$ cat config.mk
export PLATFORM = sky130hd
export DESIGN_NAME = lpc_sensor_top
export DESIGN_NICKNAME = d
export VERILOG_FILES = /design/src/lpc_pkg.sv /design/src/lpc_i2c_slave.sv /design/src/lpc_sensor_top.sv
export SDC_FILE = /design/constraint.sdc
export NUM_CORES = 1
export LEC_CHECK = 0
export BUFFER_PORTS_ARGS = -buffer_cell sky130_fd_sc_hd__buf_2
export CAP_MARGIN = 10
export CORE_ASPECT_RATIO = 1.2
export CORE_UTILIZATION = 55
export DETAILED_ROUTE_END_ITERATION = 12
export GPL_TIMING_DRIVEN = 0
export PLACE_DENSITY_LB_ADDON = 0.1
export SYNTH_ARGS = -nofsm -noshare
export SYNTH_HDL_FRONTEND = slang
export SYNTH_SLANG_ARGS = --single-unit
$ cat constraint.sdc
create_clock -name mclk -period 6.9 [get_ports mclk]
set_clock_uncertainty 0.1 [all_clocks]
set_input_delay 0.69 -clock mclk [delete_from_list [all_inputs] [get_ports mclk]]
set_output_delay 0.69 -clock mclk [all_outputs]
set_load 0.1 [all_outputs]
$ cat src/lpc_pkg.sv
package lpc_pkg;

   // ---------------------------------------------------------------
   // Timing
   // ---------------------------------------------------------------
   localparam int CLK_PERIOD_NS = 10;
   localparam int NEAR_CONV_NS = 540000;
   localparam int LED_PULSE_NS = 100000;
   localparam int LIGHT_CONV_NS = 100000000;
   localparam int SLEEP_STEP_NS = 12500000;
   localparam int NEAR_CONV_CYC = (NEAR_CONV_NS + CLK_PERIOD_NS - 1) / CLK_PERIOD_NS;
   localparam int LED_PULSE_CYC = (LED_PULSE_NS + CLK_PERIOD_NS - 1) / CLK_PERIOD_NS;
   localparam int LIGHT_CONV_CYC = (LIGHT_CONV_NS + CLK_PERIOD_NS - 1) / CLK_PERIOD_NS;
   localparam int SLEEP_STEP_CYC = (SLEEP_STEP_NS + CLK_PERIOD_NS - 1) / CLK_PERIOD_NS;

   // Sleep time in 12.5 ms steps, indexed by the sleep select code.
   localparam logic [6:0] SLEEP_STEPS [0:7] = '{7'h40, 7'h20, 7'h10, 7'h08,
                                               7'h06, 7'h04, 7'h01, 7'h00};
   // Consecutive trips needed, indexed by the persistence code.
   localparam logic [4:0] PERSIST_NEED [0:3] = '{5'h01, 5'h04, 5'h08, 5'h10};

   // ---------------------------------------------------------------
   // Register map
   // ---------------------------------------------------------------
   localparam logic [7:0] ADDR_SETUP = 8'h01;
   localparam logic [7:0] ADDR_EVENT = 8'h02;
   localparam logic [7:0] ADDR_NEAR_LOW = 8'h03;
   localparam logic [7:0] ADDR_NEAR_HIGH = 8'h04;
   localparam logic [7:0] ADDR_LIGHT_LOW_LSB = 8'h05;
   localparam logic [7:0] ADDR_LIGHT_MID = 8'h06;
   localparam logic [7:0] ADDR_LIGHT_HIGH_MSB = 8'h07;
   localparam logic [7:0] ADDR_NEAR_DATA = 8'h08;
   localparam logic [7:0] ADDR_LIGHT_DATA_LSB = 8'h09;
   localparam logic [7:0] ADDR_LIGHT_DATA_MSB = 8'h0A;

   localparam logic [7:0] RST_SETUP = 8'h00;
   localparam logic [7:0] RST_EVENT = 8'h00;
   localparam logic [7:0] RST_NEAR_LOW = 8'h00;
   localparam logic [7:0] RST_NEAR_HIGH = 8'hFF;
   localparam logic [7:0] RST_LIGHT_LOW_LSB = 8'h00;
   localparam logic [7:0] RST_LIGHT_MID = 8'hF0;
   localparam logic [7:0] RST_LIGHT_HIGH_MSB = 8'hFF;
   localparam logic [7:0] RD_NONE = 8'h00;

   // Setup register fields.
   localparam int NEAR_EN_BIT = 7;
   localparam int SLEEP_MSB = 6;
   localparam int SLEEP_LSB = 4;
   localparam int DRIVE_BIT = 3;
   localparam int LIGHT_EN_BIT = 2;
   localparam int RANGE_BIT = 1;
   localparam int SPECTRUM_BIT = 0;

   // Event control register fields.
   localparam int NEAR_FLAG_BIT = 7;
   localparam int NEAR_PRST_LSB = 5;
   localparam int LIGHT_FLAG_BIT = 3;
   localparam int LIGHT_PRST_LSB = 1;
   localparam int COMBINE_BIT = 0;

   // Bus slave address: upper six bits fixed, lowest from the select pin.
   localparam logic [5:0] DEV_ADDR_HI = 6'h22;
   localparam logic [3:0] BYTE_BITS = 4'h8;

   typedef enum logic [1:0] {
      NEAR_IDLE = 2'b00,
      NEAR_CONV = 2'b01,
      NEAR_SLEEP = 2'b10
   } lpc_near_state_e;

   typedef enum logic [2:0] {
      I2C_IDLE = 3'b000,
      I2C_ADDR = 3'b001,
      I2C_ACK = 3'b010,
      I2C_WRITE = 3'b011,
      I2C_READ = 3'b100,
      I2C_MACK = 3'b101
   } lpc_i2c_state_e;

endpackage : lpc_pkg

$ cat src/lpc_i2c_slave.sv
module lpc_i2c_slave
   import lpc_pkg::*;
(
   input wire logic mclk, // System clock.
   input wire logic reset, // Asynchronous reset, active high.
   input wire logic clk_en, // Freezes all state while low.
   input wire logic scl, // Synchronised bus clock.
   input wire logic sda, // Synchronised bus data.
   input wire logic [6:0] dev_addr, // Own slave address.
   input wire logic [7:0] rd_data, // Register value at reg_addr.
   output logic [7:0] reg_addr, // Register pointer.
   output logic wr_stb, // One-cycle write strobe.
   output logic [7:0] wr_data, // Write data with wr_stb.
   output logic sda_oe // Pulls the data line low while high.
);

   lpc_i2c_state_e state_ff;
   logic scl_d_ff, sda_d_ff, rw_ff, first_ff, inc_ff, nack_ff, wr_stb_ff, sda_oe_ff;
   logic [3:0] bit_cnt_ff;
   logic [7:0] sh_ff, ptr_ff, wr_data_ff;
   logic start_cond, stop_cond, scl_rise, scl_fall;

   assign start_cond = scl && scl_d_ff && sda_d_ff && !sda;
   assign stop_cond = scl && scl_d_ff && !sda_d_ff && sda;
   assign scl_rise = scl && !scl_d_ff;
   assign scl_fall = !scl && scl_d_ff;
   assign reg_addr = ptr_ff;
   assign wr_stb = wr_stb_ff;
   assign wr_data = wr_data_ff;
   assign sda_oe = sda_oe_ff;

   // ---------------------------------------------------------------
   // Byte engine
   // ---------------------------------------------------------------
   always_ff @(posedge mclk or posedge reset) begin
      if (reset) begin
         state_ff <= I2C_IDLE;
         scl_d_ff <= 1'b1;
         sda_d_ff <= 1'b1;
         rw_ff <= 1'b0;
         first_ff <= 1'b0;
         inc_ff <= 1'b0;
         nack_ff <= 1'b0;
         wr_stb_ff <= 1'b0;
         sda_oe_ff <= 1'b0;
         bit_cnt_ff <= 4'h0;
         sh_ff <= 8'h00;
         ptr_ff <= 8'h00;
         wr_data_ff <= 8'h00;
      end else if (clk_en) begin
         scl_d_ff <= scl;
         sda_d_ff <= sda;
         wr_stb_ff <= 1'b0;
         if (start_cond) begin
            state_ff <= I2C_ADDR;
            bit_cnt_ff <= 4'h0;
            first_ff <= 1'b1;
            inc_ff <= 1'b0;
            sda_oe_ff <= 1'b0;
         end else if (stop_cond) begin
            state_ff <= I2C_IDLE;
            sda_oe_ff <= 1'b0;
         end else begin
            case (state_ff)
               I2C_ADDR, I2C_WRITE: begin
                  if (scl_rise) begin
                     sh_ff <= {sh_ff[6:0], sda};
                     bit_cnt_ff <= bit_cnt_ff + 4'h1;
                  end else if (scl_fall && bit_cnt_ff == BYTE_BITS) begin
                     if (state_ff == I2C_ADDR) begin
                        if (sh_ff[7:1] == dev_addr) begin
                           rw_ff <= sh_ff[0];
                           sda_oe_ff <= 1'b1;
                           state_ff <= I2C_ACK;
                        end else begin
                           state_ff <= I2C_IDLE;
                        end
                     end else begin
                        sda_oe_ff <= 1'b1;
                        state_ff <= I2C_ACK;
                        if (first_ff) begin
                           ptr_ff <= sh_ff;
                           first_ff <= 1'b0;
                        end else begin
                           wr_stb_ff <= 1'b1;
                           wr_data_ff <= sh_ff;
                           inc_ff <= 1'b1;
                        end
                     end
                  end
               end
               I2C_ACK: begin
                  if (scl_fall) begin
                     bit_cnt_ff <= 4'h0;
                     if (inc_ff) begin
                        ptr_ff <= ptr_ff + 8'h01;
                        inc_ff <= 1'b0;
                     end
                     if (rw_ff) begin
                        sh_ff <= rd_data;
                        sda_oe_ff <= !rd_data[7];
                        state_ff <= I2C_READ;
                     end else begin
                        sda_oe_ff <= 1'b0;
                        state_ff <= I2C_WRITE;
                     end
                  end
               end
               I2C_READ: begin
                  if (scl_rise) begin
                     bit_cnt_ff <= bit_cnt_ff + 4'h1;
                  end else if (scl_fall) begin
                     if (bit_cnt_ff == BYTE_BITS) begin
                        sda_oe_ff <= 1'b0;
                        ptr_ff <= ptr_ff + 8'h01;
                        state_ff <= I2C_MACK;
                     end else begin
                        sh_ff <= {sh_ff[6:0], 1'b0};
                        sda_oe_ff <= !sh_ff[6];
                     end
                  end
               end
               I2C_MACK: begin
                  if (scl_rise) begin
                     nack_ff <= sda;
                  end else if (scl_fall) begin
                     if (nack_ff) begin
                        state_ff <= I2C_IDLE;
                     end else begin
                        sh_ff <= rd_data;
                        sda_oe_ff <= !rd_data[7];
                        bit_cnt_ff <= 4'h0;
                        state_ff <= I2C_READ;
                     end
                  end
               end
               default: begin
                  state_ff <= I2C_IDLE;
                  sda_oe_ff <= 1'b0;
               end
            endcase
         end
      end
   end

endmodule : lpc_i2c_slave

$ cat src/lpc_sensor_top.sv
// How it works
// - Near enable runs conversions, result after 0.54ms.
// - Sleep field selects idle time between pulses.
// - Drive bit picks 110mA or 220mA sink.
// - Light enable runs conversions every 100ms.
// - Range bit picks low or high lux.
// - Spectrum bit picks visible or infrared data.
// - Near flag sticky, cleared by writing zero.
// - Near persistence needs 1/4/8/16 trips.
// - Light flag sticky, cleared by writing zero.
// - Light persistence needs 1/4/8/16 trips.
// - Combine bit picks OR or AND interrupt.
// - Near low limit register, resets 0x00.
// - Near high limit register, resets 0xFF.
// - Light low limit low byte at 0x05.
// - Setup and control fields reset to zero.
// - Offset 0x06 splits light limit nibbles.
// - Near result readable at 0x08.
// - Registers reached through bus slave address.
module lpc_sensor_top
   import lpc_pkg::*;
#(
   parameter int NEAR_CONV_CYCLES = NEAR_CONV_CYC,
   parameter int LED_PULSE_CYCLES = LED_PULSE_CYC,
   parameter int LIGHT_CONV_CYCLES = LIGHT_CONV_CYC,
   parameter int SLEEP_STEP_CYCLES = SLEEP_STEP_CYC
) (
   input wire logic mclk, // System clock, 100 MHz.
   input wire logic reset, // Asynchronous reset, active high.
   input wire logic clk_en, // Freezes all state while low.
   input wire logic scl_pin, // Bus clock pin.
   input wire logic sda_in, // Bus data pin level.
   output logic sda_out, // Bus data drive value, always low.
   output logic sda_oe, // Bus data pulled low while high.
   input wire logic addr_select_pin, // Lowest slave address bit.
   output logic int_n, // Interrupt, active low.
   output logic led_sink_output, // LED current sink pulse.
   output logic led_drive_select, // Sink strength, high for the larger.
   output logic near_conv_active, // Near converter running.
   output logic light_conv_active, // Light converter running.
   output logic light_range_select, // High-lux range while high.
   output logic spectrum_select, // Infrared spectrum while high.
   input wire logic [7:0] near_result, // Near converter output.
   input wire logic [11:0] light_result // Light converter output.
);

   if (LED_PULSE_CYCLES < 1 || NEAR_CONV_CYCLES <= LED_PULSE_CYCLES ||
       LIGHT_CONV_CYCLES < 1 || SLEEP_STEP_CYCLES < 1 ||
       SLEEP_STEP_CYCLES > (32'hFFFF_FFFF >> 6)) begin : g_bad_params
      $error("Conversion timing parameters out of range.");
   end

   // ---------------------------------------------------------------
   // Pin synchronisers
   // ---------------------------------------------------------------
   logic scl_meta_ff, scl_sync_ff, sda_meta_ff, sda_sync_ff, addr_meta_ff, addr_sync_ff;

   always_ff @(posedge mclk or posedge reset) begin
      if (reset) begin
         scl_meta_ff <= 1'b1;
         scl_sync_ff <= 1'b1;
         sda_meta_ff <= 1'b1;
         sda_sync_ff <= 1'b1;
         addr_meta_ff <= 1'b0;
         addr_sync_ff <= 1'b0;
      end else if (clk_en) begin
         scl_meta_ff <= scl_pin;
         scl_sync_ff <= scl_meta_ff;
         sda_meta_ff <= sda_in;
         sda_sync_ff <= sda_meta_ff;
         addr_meta_ff <= addr_select_pin;
         addr_sync_ff <= addr_meta_ff;
      end
   end

   // ---------------------------------------------------------------
   // Bus slave
   // ---------------------------------------------------------------
   logic [7:0] reg_addr, wr_data, rd_data;
   logic wr_stb;

   lpc_i2c_slave u_slave (
      .mclk(mclk),
      .reset(reset),
      .clk_en(clk_en),
      .scl(scl_sync_ff),
      .sda(sda_sync_ff),
      .dev_addr({DEV_ADDR_HI, addr_sync_ff}),
      .rd_data(rd_data),
      .reg_addr(reg_addr),
      .wr_stb(wr_stb),
      .wr_data(wr_data),
      .sda_oe(sda_oe)
   );

   // ---------------------------------------------------------------
   // Configuration and threshold registers
   // ---------------------------------------------------------------
   logic [7:0] setup_ff, near_low_ff, near_high_ff, light_low_lsb_ff, light_mid_ff;
   logic [7:0] light_high_msb_ff, near_data_ff, event_ctl_ff;
   logic [11:0] light_data_ff, light_low_limit, light_high_limit;
   logic [1:0] flag_set;

   assign light_low_limit = {light_mid_ff[3:0], light_low_lsb_ff};
   assign light_high_limit = {light_high_msb_ff, light_mid_ff[7:4]};

   always_ff @(posedge mclk or posedge reset) begin
      if (reset) begin
         setup_ff <= RST_SETUP;
         near_low_ff <= RST_NEAR_LOW;
         near_high_ff <= RST_NEAR_HIGH;
         light_low_lsb_ff <= RST_LIGHT_LOW_LSB;
         light_mid_ff <= RST_LIGHT_MID;
         light_high_msb_ff <= RST_LIGHT_HIGH_MSB;
      end else if (clk_en && wr_stb) begin
         case (reg_addr)
            ADDR_SETUP: setup_ff <= wr_data;
            ADDR_NEAR_LOW: near_low_ff <= wr_data;
            ADDR_NEAR_HIGH: near_high_ff <= wr_data;
            ADDR_LIGHT_LOW_LSB: light_low_lsb_ff <= wr_data;
            ADDR_LIGHT_MID: light_mid_ff <= wr_data;
            ADDR_LIGHT_HIGH_MSB: light_high_msb_ff <= wr_data;
            default: ;
         endcase
      end
   end

   // ---------------------------------------------------------------
   // Event control register
   // ---------------------------------------------------------------
   // A flag that is set in the cycle of a clearing write stays set.
   always_ff @(posedge mclk or posedge reset) begin
      if (reset) begin
         event_ctl_ff <= RST_EVENT;
      end else if (clk_en) begin
         if (wr_stb && reg_addr == ADDR_EVENT) begin
            event_ctl_ff <= wr_data;
            event_ctl_ff[NEAR_FLAG_BIT] <= flag_set[0] ||
               (event_ctl_ff[NEAR_FLAG_BIT] && wr_data[NEAR_FLAG_BIT]);
            event_ctl_ff[LIGHT_FLAG_BIT] <= flag_set[1] ||
               (event_ctl_ff[LIGHT_FLAG_BIT] && wr_data[LIGHT_FLAG_BIT]);
         end else begin
            if (flag_set[0]) begin
               event_ctl_ff[NEAR_FLAG_BIT] <= 1'b1;
            end
            if (flag_set[1]) begin
               event_ctl_ff[LIGHT_FLAG_BIT] <= 1'b1;
            end
         end
      end
   end

   // ---------------------------------------------------------------
   // Read mux
   // ---------------------------------------------------------------
   always_comb begin
      case (reg_addr)
         ADDR_SETUP: rd_data = setup_ff;
         ADDR_EVENT: rd_data = event_ctl_ff;
         ADDR_NEAR_LOW: rd_data = near_low_ff;
         ADDR_NEAR_HIGH: rd_data = near_high_ff;
         ADDR_LIGHT_LOW_LSB: rd_data = light_low_lsb_ff;
         ADDR_LIGHT_MID: rd_data = light_mid_ff;
         ADDR_LIGHT_HIGH_MSB: rd_data = light_high_msb_ff;
         ADDR_NEAR_DATA: rd_data = near_data_ff;
         ADDR_LIGHT_DATA_LSB: rd_data = light_data_ff[7:0];
         ADDR_LIGHT_DATA_MSB: rd_data = {4'h0, light_data_ff[11:8]};
         default: rd_data = RD_NONE;
      endcase
   end

   // ---------------------------------------------------------------
   // Near conversion sequencer
   // ---------------------------------------------------------------
   lpc_near_state_e near_state_ff;
   logic [31:0] near_cnt_ff, sleep_cycles;
   logic near_en, near_done, light_done;
   logic [31:0] light_cnt_ff;

   assign near_en = setup_ff[NEAR_EN_BIT];
   assign sleep_cycles = 32'(SLEEP_STEPS[setup_ff[SLEEP_MSB:SLEEP_LSB]] * SLEEP_STEP_CYCLES);
   assign near_done = near_state_ff == NEAR_CONV && near_cnt_ff == 32'(NEAR_CONV_CYCLES - 1);

   always_ff @(posedge mclk or posedge reset) begin
      if (reset) begin
         near_state_ff <= NEAR_IDLE;
         near_cnt_ff <= 32'h0;
      end else if (clk_en) begin
         if (!near_en) begin
            near_state_ff <= NEAR_IDLE;
            near_cnt_ff <= 32'h0;
         end else begin
            case (near_state_ff)
               NEAR_IDLE: begin
                  near_state_ff <= NEAR_CONV;
                  near_cnt_ff <= 32'h0;
               end
               NEAR_CONV: begin
                  near_cnt_ff <= near_done ? 32'h0 : near_cnt_ff + 32'h1;
                  if (near_done && sleep_cycles != 32'h0) begin
                     near_state_ff <= NEAR_SLEEP;
                  end
               end
               NEAR_SLEEP: begin
                  if (near_cnt_ff >= sleep_cycles - 32'h1) begin
                     near_state_ff <= NEAR_CONV;
                     near_cnt_ff <= 32'h0;
                  end else begin
                     near_cnt_ff <= near_cnt_ff + 32'h1;
                  end
               end
               default: begin
                  near_state_ff <= NEAR_IDLE;
                  near_cnt_ff <= 32'h0;
               end
            endcase
         end
      end
   end

   // ---------------------------------------------------------------
   // Light conversion timer
   // ---------------------------------------------------------------
   assign light_done = setup_ff[LIGHT_EN_BIT] && light_cnt_ff == 32'(LIGHT_CONV_CYCLES - 1);

   always_ff @(posedge mclk or posedge reset) begin
      if (reset) begin
         light_cnt_ff <= 32'h0;
      end else if (clk_en) begin
         if (!setup_ff[LIGHT_EN_BIT] || light_done) begin
            light_cnt_ff <= 32'h0;
         end else begin
            light_cnt_ff <= light_cnt_ff + 32'h1;
         end
      end
   end

   // ---------------------------------------------------------------
   // Results and persistence
   // ---------------------------------------------------------------
   logic [1:0] conv_done, conv_trip;
   logic [1:0] prst_code [0:1];

   assign conv_done = {light_done, near_done};
   assign conv_trip[0] = near_result > near_high_ff;
   assign conv_trip[1] = light_result < light_low_limit || light_result > light_high_limit;
   assign prst_code[0] = event_ctl_ff[NEAR_PRST_LSB +: 2];
   assign prst_code[1] = event_ctl_ff[LIGHT_PRST_LSB +: 2];

   always_ff @(posedge mclk or posedge reset) begin
      if (reset) begin
         near_data_ff <= 8'h00;
         light_data_ff <= 12'h000;
      end else if (clk_en) begin
         if (near_done) begin
            near_data_ff <= near_result;
         end
         if (light_done) begin
            light_data_ff <= light_result;
         end
      end
   end

   for (genvar ch = 0; ch < 2; ch++) begin : g_persist
      logic [4:0] trip_cnt_ff;
      logic [4:0] trip_next;

      assign trip_next = trip_cnt_ff + 5'h01;
      assign flag_set[ch] = conv_done[ch] && conv_trip[ch] &&
                            trip_next >= PERSIST_NEED[prst_code[ch]];

      always_ff @(posedge mclk or posedge reset) begin
         if (reset) begin
            trip_cnt_ff <= 5'h00;
         end else if (clk_en && conv_done[ch]) begin
            if (!conv_trip[ch]) begin
               trip_cnt_ff <= 5'h00;
            end else if (trip_cnt_ff != PERSIST_NEED[3]) begin
               trip_cnt_ff <= trip_next;
            end
         end
      end
   end

   // ---------------------------------------------------------------
   // Output registers
   // ---------------------------------------------------------------
   always_ff @(posedge mclk or posedge reset) begin
      if (reset) begin
         int_n <= 1'b1;
         sda_out <= 1'b0;
         led_sink_output <= 1'b0;
         led_drive_select <= 1'b0;
         near_conv_active <= 1'b0;
         light_conv_active <= 1'b0;
         light_range_select <= 1'b0;
         spectrum_select <= 1'b0;
      end else if (clk_en) begin
         int_n <= !(event_ctl_ff[COMBINE_BIT] ?
                    (event_ctl_ff[NEAR_FLAG_BIT] && event_ctl_ff[LIGHT_FLAG_BIT]) :
                    (event_ctl_ff[NEAR_FLAG_BIT] || event_ctl_ff[LIGHT_FLAG_BIT]));
         led_sink_output <= near_en && near_state_ff == NEAR_CONV &&
                            near_cnt_ff < 32'(LED_PULSE_CYCLES);
         led_drive_select <= setup_ff[DRIVE_BIT];
         near_conv_active <= near_en && near_state_ff == NEAR_CONV;
         light_conv_active <= setup_ff[LIGHT_EN_BIT];
         light_range_select <= setup_ff[RANGE_BIT];
         spectrum_select <= setup_ff[SPECTRUM_BIT];
         sda_out <= 1'b0;
      end
   end

endmodule : lpc_sensor_top

==> flow_metrics.py, run 1 <==
metrics = {
    "cts": {
        "cts_buffers": 23,
        "cts.sink_count": 204,
        "clk_pin_slew_ns": 0.06,
        "clkLatencyLatePin_ns": 0.54,
        "cts_tree": "built",
        "root_buffer": "clkbuf_16",
        "cts_buffer_depth": 3,
        "cts_max_level": 1,
    },
    "final_layout": {
        "final_area_um2": 16100,
        "area_growth_pct": 15.2,
        "num-nets-final": 1753,
        "diodes": 0,
        "fin_util_pct": 64.8,
        "drive_above_1_share_pct": 19.4,
    },
    "synthesis": {
        "yosysTopAreaCell": "dfrtp_1",
        "synth_area_um2": 14000,
        "seq_area_frac_synth_pct": 36.8,
        "postSynthCellCount": 1482,
        "avgSynthCellArea_um2": 9.43,
        "synth_ff_type": "dfrtp_1",
        "ys_types": 77,
        "synth-edff-count": 0,
        "synth.area.top_cells": "dfrtp_1, ha_1, mux2_2, dfstp_2, nand2_1",
        "synth-seq-cells": 204,
        "synth_top_cell_area_share_pct": 31.7,
        "async_flop_share_pct": 100,
        "yosys_warnings": 0,
    },
    "global_routing": {
        "overflow": 0,
        "grt_pass1_wl_um": 59400,
        "globalRouteMet3Util_pct": 3.33,
        "use_met2_pct": 49.5,
        "grt_max_degree": 115,
        "busiest_layer": "met2",
        "antenna_found_initial": 0,
        "grt.total_usage_pct": 28.5,
        "grt_pass1_vias": 11495,
        "met1_usage_pct": 36.1,
    },
    "pwr": {
        "p_leak_nw": 7.22,
        "peakVddDrop_mv": 0.199,
        "power.density_nw_per_um2": 172,
        "power_mw": 2.77,
    },
    "sta": {
        "fmax_mhz": 144,
        "slew_headroom_pct": 32.8,
        "finalSetupViolCount": 8,
        "fin_crit_sh_pct": 101,
        "worst_pin_slew_ns": 1.00,
        "drv_slew": 0,
        "fin_crit_ns": 6.95,
        "setup_slack_ns": -0.0542,
        "final_hold_viol_count": 0,
        "rsz0062_at_grt": "true",
        "setup_tns_ns": -0.184,
    },
    "die": {
        "chipWidth_um": 148,
        "dieArea_um2": 26000,
        "start_util_pct": 56.3,
        "io_pins": 35,
        "rows": 63,
        "die_y_um": 177,
        "core_area_um2": 24800,
    },
    "routing": {
        "num_vias": 11605,
        "ant_nets": 0,
        "drtIter0Drc": 558,
        "viasPerCell": 6.02,
        "drc_errors": 0,
        "post_drt_wl_per_cell_um": 18.7,
        "wl_um": 36100,
        "drtPass1Iterations": 8,
    },
    "worst_setup_path": {
        "critPathCaptureType": "flip-flop",
        "critical_path_arrival_ns": 7.28,
        "worst_setup_path_start_kind": "flip-flop",
        "worstSetupPathType": "flip-flop to flip-flop",
        "required_ns": 7.23,
        "path_max_fanout": 6,
    },
    "outcome": {
        "failed_checks": "setup timing",
        "status": "complete, but fails checks",
    },
    "placement": {
        "gp_congestion": 0.899,
        "placed_cell_area_um2": 14700,
        "dp_hpwl_um": 26000,
        "pre_cts_ws_ns": -1.20,
        "portBuffers": 32,
    },
    "job": {
        "max_cap_viol_count": 0,
    },
    "min_path": {
        "hold_path.class": "primary input to asynchronous set/reset pin",
    },
}
## cells in the mapped netlist (4+ instances only)
| cell type | count |
|---|---|
| dfstp_2 | 27 |
| nand3b_1 | 5 |
| mux2i_1 | 6 |
| fa_1 | 10 |
| o22a_1 | 5 |
| nand2_1 | 128 |
| a21o_1 | 32 |
| o31ai_1 | 10 |
| xor2_1 | 29 |
| clkbuf_1 | 51 |
| nor4_1 | 12 |
| nor2b_1 | 13 |
| a221oi_1 | 16 |
| or2_2 | 9 |
| nand4_1 | 18 |
| nand2b_1 | 19 |
| a222oi_1 | 4 |
| mux2_2 | 97 |
| and2_1 | 14 |
| a41oi_1 | 4 |
| xnor2_1 | 42 |
| a22o_1 | 24 |
| a211oi_1 | 6 |
| o21a_1 | 9 |
| o211ai_1 | 12 |
| inv_1 | 90 |
| nor3_1 | 26 |
| o21ai_0 | 94 |
| nor4b_1 | 4 |
| o2bb2ai_1 | 5 |
| o21ai_1 | 5 |
| nand3_1 | 64 |
| a22oi_1 | 11 |
| dfrtp_1 | 177 |
| or3_1 | 14 |
| a31oi_1 | 16 |
| and3_1 | 22 |
| a21oi_1 | 65 |
| nor2_1 | 103 |
| ha_1 | 132 |
## cell families after synthesis
logic type,share of synthesized area [%]
muxes,8.25
and+or+nand+nor,16.9
buffers and inverters,3.90
AOI/OAI and AO/OA,16.1
xor gates and xnor gates,4.68
adders and majority gates,13.3
DFF,36.8
other,0.0537
## cells in the final DEF (no fill, tap or decap), drive strengths merged, types with 27 or more instances in the layout
master    n
dfrtp   177
ha      132
nand2   128
nor2    103
o21ai    99
mux2     97
inv      92
buf      78
clkbuf   77
a21oi    67
nand3    64
xnor2    43
a21o     32
xor2     30
dfstp    27
## through the flow
step,std cells,hold slack (ns)
CTS,1924,0.257
floorplan,1492,0.346
detailed placement,1851,0.376
global placement,1849,0.355
global route,1927,0.277
finish,1927,0.216
## state kept, by name, summed over array words and instances (netlist names), 10 cells and up
name                   flops
g_persist.trip_cnt_ff     10
light_cnt_ff              32
light_data_ff             12
near_cnt_ff               32
## layout make-up
cell class,instances,area (µm²)
Multi-Input combinational cell,1144,8650
Fill cell,2068,8740
Tap cell,325,407
Clock inverter,9,95.1
Timing Repair Buffer,71,522
Sequential cell,204,5140
Inverter,90,345
Buffer,51,267
Clock buffer,33,663
## path summary, 6_finish.rpt
kind / cells past startpoint / slack (ns) / end / from
setup / recovery: 26 / -0.05 / near_cnt_ff[29]$_DFFE_PP0P_ / setup_ff[6]$_DFFE_PP0P_
hold / removal: 2 / 0.22 / g_persist[0].trip_cnt_ff[2]$_DFFE_PP0P_ / reset
setup reg to reg: 26 / -0.05 / near_cnt_ff[29]$_DFFE_PP0P_ / setup_ff[6]$_DFFE_PP0P_
hold reg to reg: 2 / 0.38 / led_sink_output$_DFFE_PP0P_ / led_sink_output$_DFFE_PP0P_
max in group asynchronous: 3 / 5.50 / near_cnt_ff[17]$_DFFE_PP0P_ / reset
min in group mclk: 2 / 0.28 / scl_meta_ff$_DFFE_PP1P_ / scl_pin
## where the power goes
| part | total, mW | switching [mW] | internal, mW | leakage [nW] |
|---|---|---|---|---|
| Clock | 1.24 | 0.528 | 0.713 | 0.374 |
| Combinational | 0.279 | 0.165 | 0.114 | 4.13 |
| Sequential | 1.25 | 0.0295 | 1.23 | 2.72 |
| Total | 2.77 | 0.722 | 2.05 | 7.22 |
## worst max-delay path: stages, from the launching register on
cell and delay (ns):
dfrtp_2 0.43, or2_4 0.28, nor2_4 0.14, ha_4 0.15, inv_2 0.04, fa_1 0.50
inv_1 0.05, fa_1 0.47, ha_4 0.24, ha_4 0.27, or2_4 0.23, o211ai_1 0.26
nand3_1 0.14, nand3b_1 0.21, or2_1 0.27, or3_4 0.38, or4_4 0.55, nor4b_4 0.27
nand3_4 0.19, ha_4 0.35, and4_1 0.22, nand3_1 0.07, o21a_2 0.23, o21a_4 0.26
buf_6 0.13, and3_4 0.15, a211o_1 0.26
## per-layer routing
metal	routed length, µm	part of all wire (%)	vias up
li1	-	-	5544
met1	15600	43	5699
met2	17900	50	282
met3	1370	3.8	80
met4	1280	3.5	0
met5	0	0	-
## what timing repair did
item / CTS / global route
setup buffers: 30 / 4
cloned: 3 / 0
setup endpoints to repair: 34 / 34
resized for setup: 67 / 38
pin swaps: 43 / 29
hold buffers: 0 / 0
Note: power is estimated with default switching activity, not from simulation.
==> run 2, diff against run 1 <==
==> constraint.sdc (replaced) <==
create_clock -name mclk -period 6.9 [get_ports mclk]
set_clock_uncertainty 0.1 [all_clocks]
set_input_delay 1.38 -clock mclk [delete_from_list [all_inputs] [get_ports mclk]]
set_output_delay 1.38 -clock mclk [all_outputs]
set_load 0.1 [all_outputs]
==> run 2 against run 1 <==
Compared with the run above:
- the flow still finishes with violations (setup timing)
- worst hold slack better by 0.17 ns
- critical path depth is the same
- non-clock buffer count up 6
- first-iteration DRC count up 23%
- core utilization grew 0.28 points
- via count down 0.22%
- clock-buffer cell count up 7
- register-to-register slack worse by 0.12 ns
- sequential cell count did not move
- sequential share of layout area shrank 0.14 points
- global-route usage is 0.46 points lower
- clock power hardly changed
==> flow_metrics.py, run 2 (same netlist as run 1, synthesis figures left out) <==
metrics = {
    "routing": {
        "post_drt_wl_per_cell_um": 18.6,
        "wl_met2_um": 17900,
        "wl_um": 36100,
        "ant_nets": 0,
        "num_vias": 11579,
        "top_layer": "met4",
        "wl_met3_um": 1310,
        "drtPass1Iterations": 5,
        "drtIter0Drc": 687,
        "viasPerCell": 5.98,
        "drc_errors": 0,
        "wl_met1_um": 15500,
    },
    "worst_setup_path": {
        "required_ns": 7.21,
        "crit_family": "simple AND/OR/NAND/NOR gates",
        "cp_num_cells": 26,
        "ff2ff_path_depth": 26,
        "slowest_delay_ns": 0.55,
        "endpoint": "near_cnt_ff[29]$_DFFE_PP0P_",
        "critPathCaptureType": "flip-flop",
        "critPathMostFrequentCell": "ha_4",
        "r2r-start": "setup_ff[6]$_DFFE_PP0P_",
        "critical_path_arrival_ns": 7.39,
        "r2r_slack_ns": -0.18,
        "worst-path-buf-inv": 3,
        "worst_setup_path_start_kind": "flip-flop",
        "crit_slowest_cell": "or4_4",
        "cp-startpoint": "setup_ff[6]$_DFFE_PP0P_",
        "worstSetupPathType": "flip-flop to flip-flop",
        "rr_endpoint": "near_cnt_ff[29]$_DFFE_PP0P_",
        "path_max_fanout": 6,
    },
    "sta": {
        "drv_slew": 0,
        "fmax_mhz": 141,
        "finalSetupViolCount": 30,
        "rsz0062_at_grt": "true",
        "final_hold_viol_count": 0,
        "setup_slack_ns": -0.179,
        "fin_crit_ns": 7.08,
        "worst_pin_slew_ns": 1.03,
        "fin_crit_sh_pct": 103,
        "slew_headroom_pct": 30.6,
        "hold_ws_ns": 0.384,
    },
    "final_layout": {
        "seq_area_um2": 5140,
        "final_area_um2": 16200,
        "final_common_cell": "dfrtp_1",
        "final_cells": 1935,
        "diodes": 0,
        "num-nets-final": 1760,
        "multiInputGateArea_um2": 8630,
        "reg_top3": "light_cnt_ff: 32 flops, near_cnt_ff: 32 flops, light_data_ff: 12 flops",
        "fill_cells": 2066,
        "final_cell_mix": "dfrtp_1, nand2_1, ha_1",
        "drive_above_1_share_pct": 19.0,
        "area_growth_pct": 15.7,
    },
    "die": {
        "dieArea_um2": 26000,
        "die_y_um": 177,
        "chipWidth_um": 148,
        "core_area_um2": 24800,
        "rows": 63,
        "start_util_pct": 56.3,
        "io_pins": 35,
    },
    "cts": {
        "clk_pin_slew_ns": 0.06,
        "cts_buffers": 24,
        "cts.sink_count": 204,
        "cts_buffer_depth": 3,
        "clkLatencyLatePin_ns": 0.53,
        "cts_tree": "built",
        "root_buffer": "clkbuf_16",
        "cts_max_level": 1,
    },
    "placement": {
        "portBuffers": 32,
        "placed_cell_area_um2": 14800,
        "dp_hpwl_um": 26500,
        "dp.cells": 1856,
        "gp_congestion": 0.897,
        "pre_cts_ws_ns": -1.19,
    },
    "global_routing": {
        "grt_max_degree": 43,
        "grt_pass1_wl_um": 58500,
        "overflow": 0,
        "grt_pass1_vias": 11392,
        "grt.total_usage_pct": 28.1,
        "antenna_found_initial": 0,
    },
    "min_path": {
        "hold_path.class": "flip-flop to flip-flop",
    },
    "outcome": {
        "status": "complete, but fails checks",
        "failed_checks": "setup timing",
    },
    "pwr": {
        "peakVddDrop_mv": 0.192,
        "power.density_nw_per_um2": 171,
        "p_leak_nw": 7.26,
        "power_mw": 2.77,
    },
    "job": {
        "max_cap_viol_count": 0,
    },
}
## run 2: changes by cell type in the layout (fill, tap and decap cells not counted), sizes merged
cell    change
clkbuf      +9
buf         +4
clkinv      -2
inv         -2
bufinv      -1
## run 2: metal layers
metal  track usage (%)  vias up
met4              11.5        0
met5                 0        -
met1              35.2     5660
met3              2.84       86
li1                  -     5558
met2              49.3      275
## run 2: through the flow
| step | util [%] | setup TNS (ns) |
|---|---|---|
| floorplan | - | 0 |
| global placement | 59.1 | -33.65 |
| detailed placement | 59.6 | -35.71 |
| CTS | 64.4 | -3.08 |
| global route | 65.1 | -13.09 |
| finish | 65.1 | -3.51 |
## run 2: cell type report
cell class | instances | area share [%]
Buffer | 51 | 1.64
Clock buffer | 40 | 4.40
Clock inverter | 4 | 0.240
Inverter | 90 | 2.11
Multi-Input combinational cell | 1144 | 53.4
Sequential cell | 204 | 31.8
Tap cell | 325 | 2.52
Timing Repair Buffer | 77 | 3.90
## run 2: power breakdown
part           total, mW  switching, mW  internal [mW]  leakage (nW)
Combinational      0.288          0.168          0.120          4.17
Sequential          1.26         0.0299           1.23          2.72
Clock               1.22          0.521          0.703         0.364
Total               2.77          0.719           2.05          7.26
## run 2: how the worst min path moves through the flow
stage / startpoint / to / slack, ns / cells after the start
after floorplan: u_slave.wr_stb$_DFFE_PP0P_ / u_slave.wr_stb$_DFFE_PP0P_ / 0.35 / 1
after global placement: u_slave.wr_stb$_DFFE_PP0P_ / u_slave.wr_stb$_DFFE_PP0P_ / 0.35 / 1
after detailed placement: u_slave.wr_stb$_DFFE_PP0P_ / u_slave.wr_stb$_DFFE_PP0P_ / 0.37 / 1
after CTS: u_slave.inc_ff$_DFFE_PP0P_ / u_slave.inc_ff$_DFFE_PP0P_ / 0.39 / 1
after global routing: addr_meta_ff$_DFFE_PP0P_ / addr_sync_ff$_DFFE_PP0P_ / 0.40 / 1
final: u_slave.inc_ff$_DFFE_PP0P_ / u_slave.inc_ff$_DFFE_PP0P_ / 0.38 / 1
## run 2: timing repair
action                                  in CTS  in global routing
endpoints found under the hold margin        0                  0
buffers inserted                            25                 10
hold buffers                                 0                  0
cloned                                       1                  2
pin swaps                                   34                 32
endpoints found under the setup margin      34                 34
gates resized for setup                     59                 31
## run 2: worst reg2reg max path: stages, from the launching register on
cell and delay, ns:
dfrtp_2 0.43, or2_4 0.28, nor2_4 0.15, ha_4 0.15
inv_2 0.04, fa_1 0.52, inv_2 0.05, fa_1 0.48
ha_4 0.24, ha_4 0.27, or2_4 0.22, o211ai_1 0.30
nand3_1 0.17, nand3b_1 0.21, or2_1 0.27, or3_4 0.34
or4_4 0.55, nor4b_4 0.30, nand3_4 0.20, ha_4 0.36
and4_4 0.24, nand3_2 0.07, o21a_4 0.24, o21ai_4 0.29
buf_4 0.18, nor3_1 0.04, a211o_1 0.27
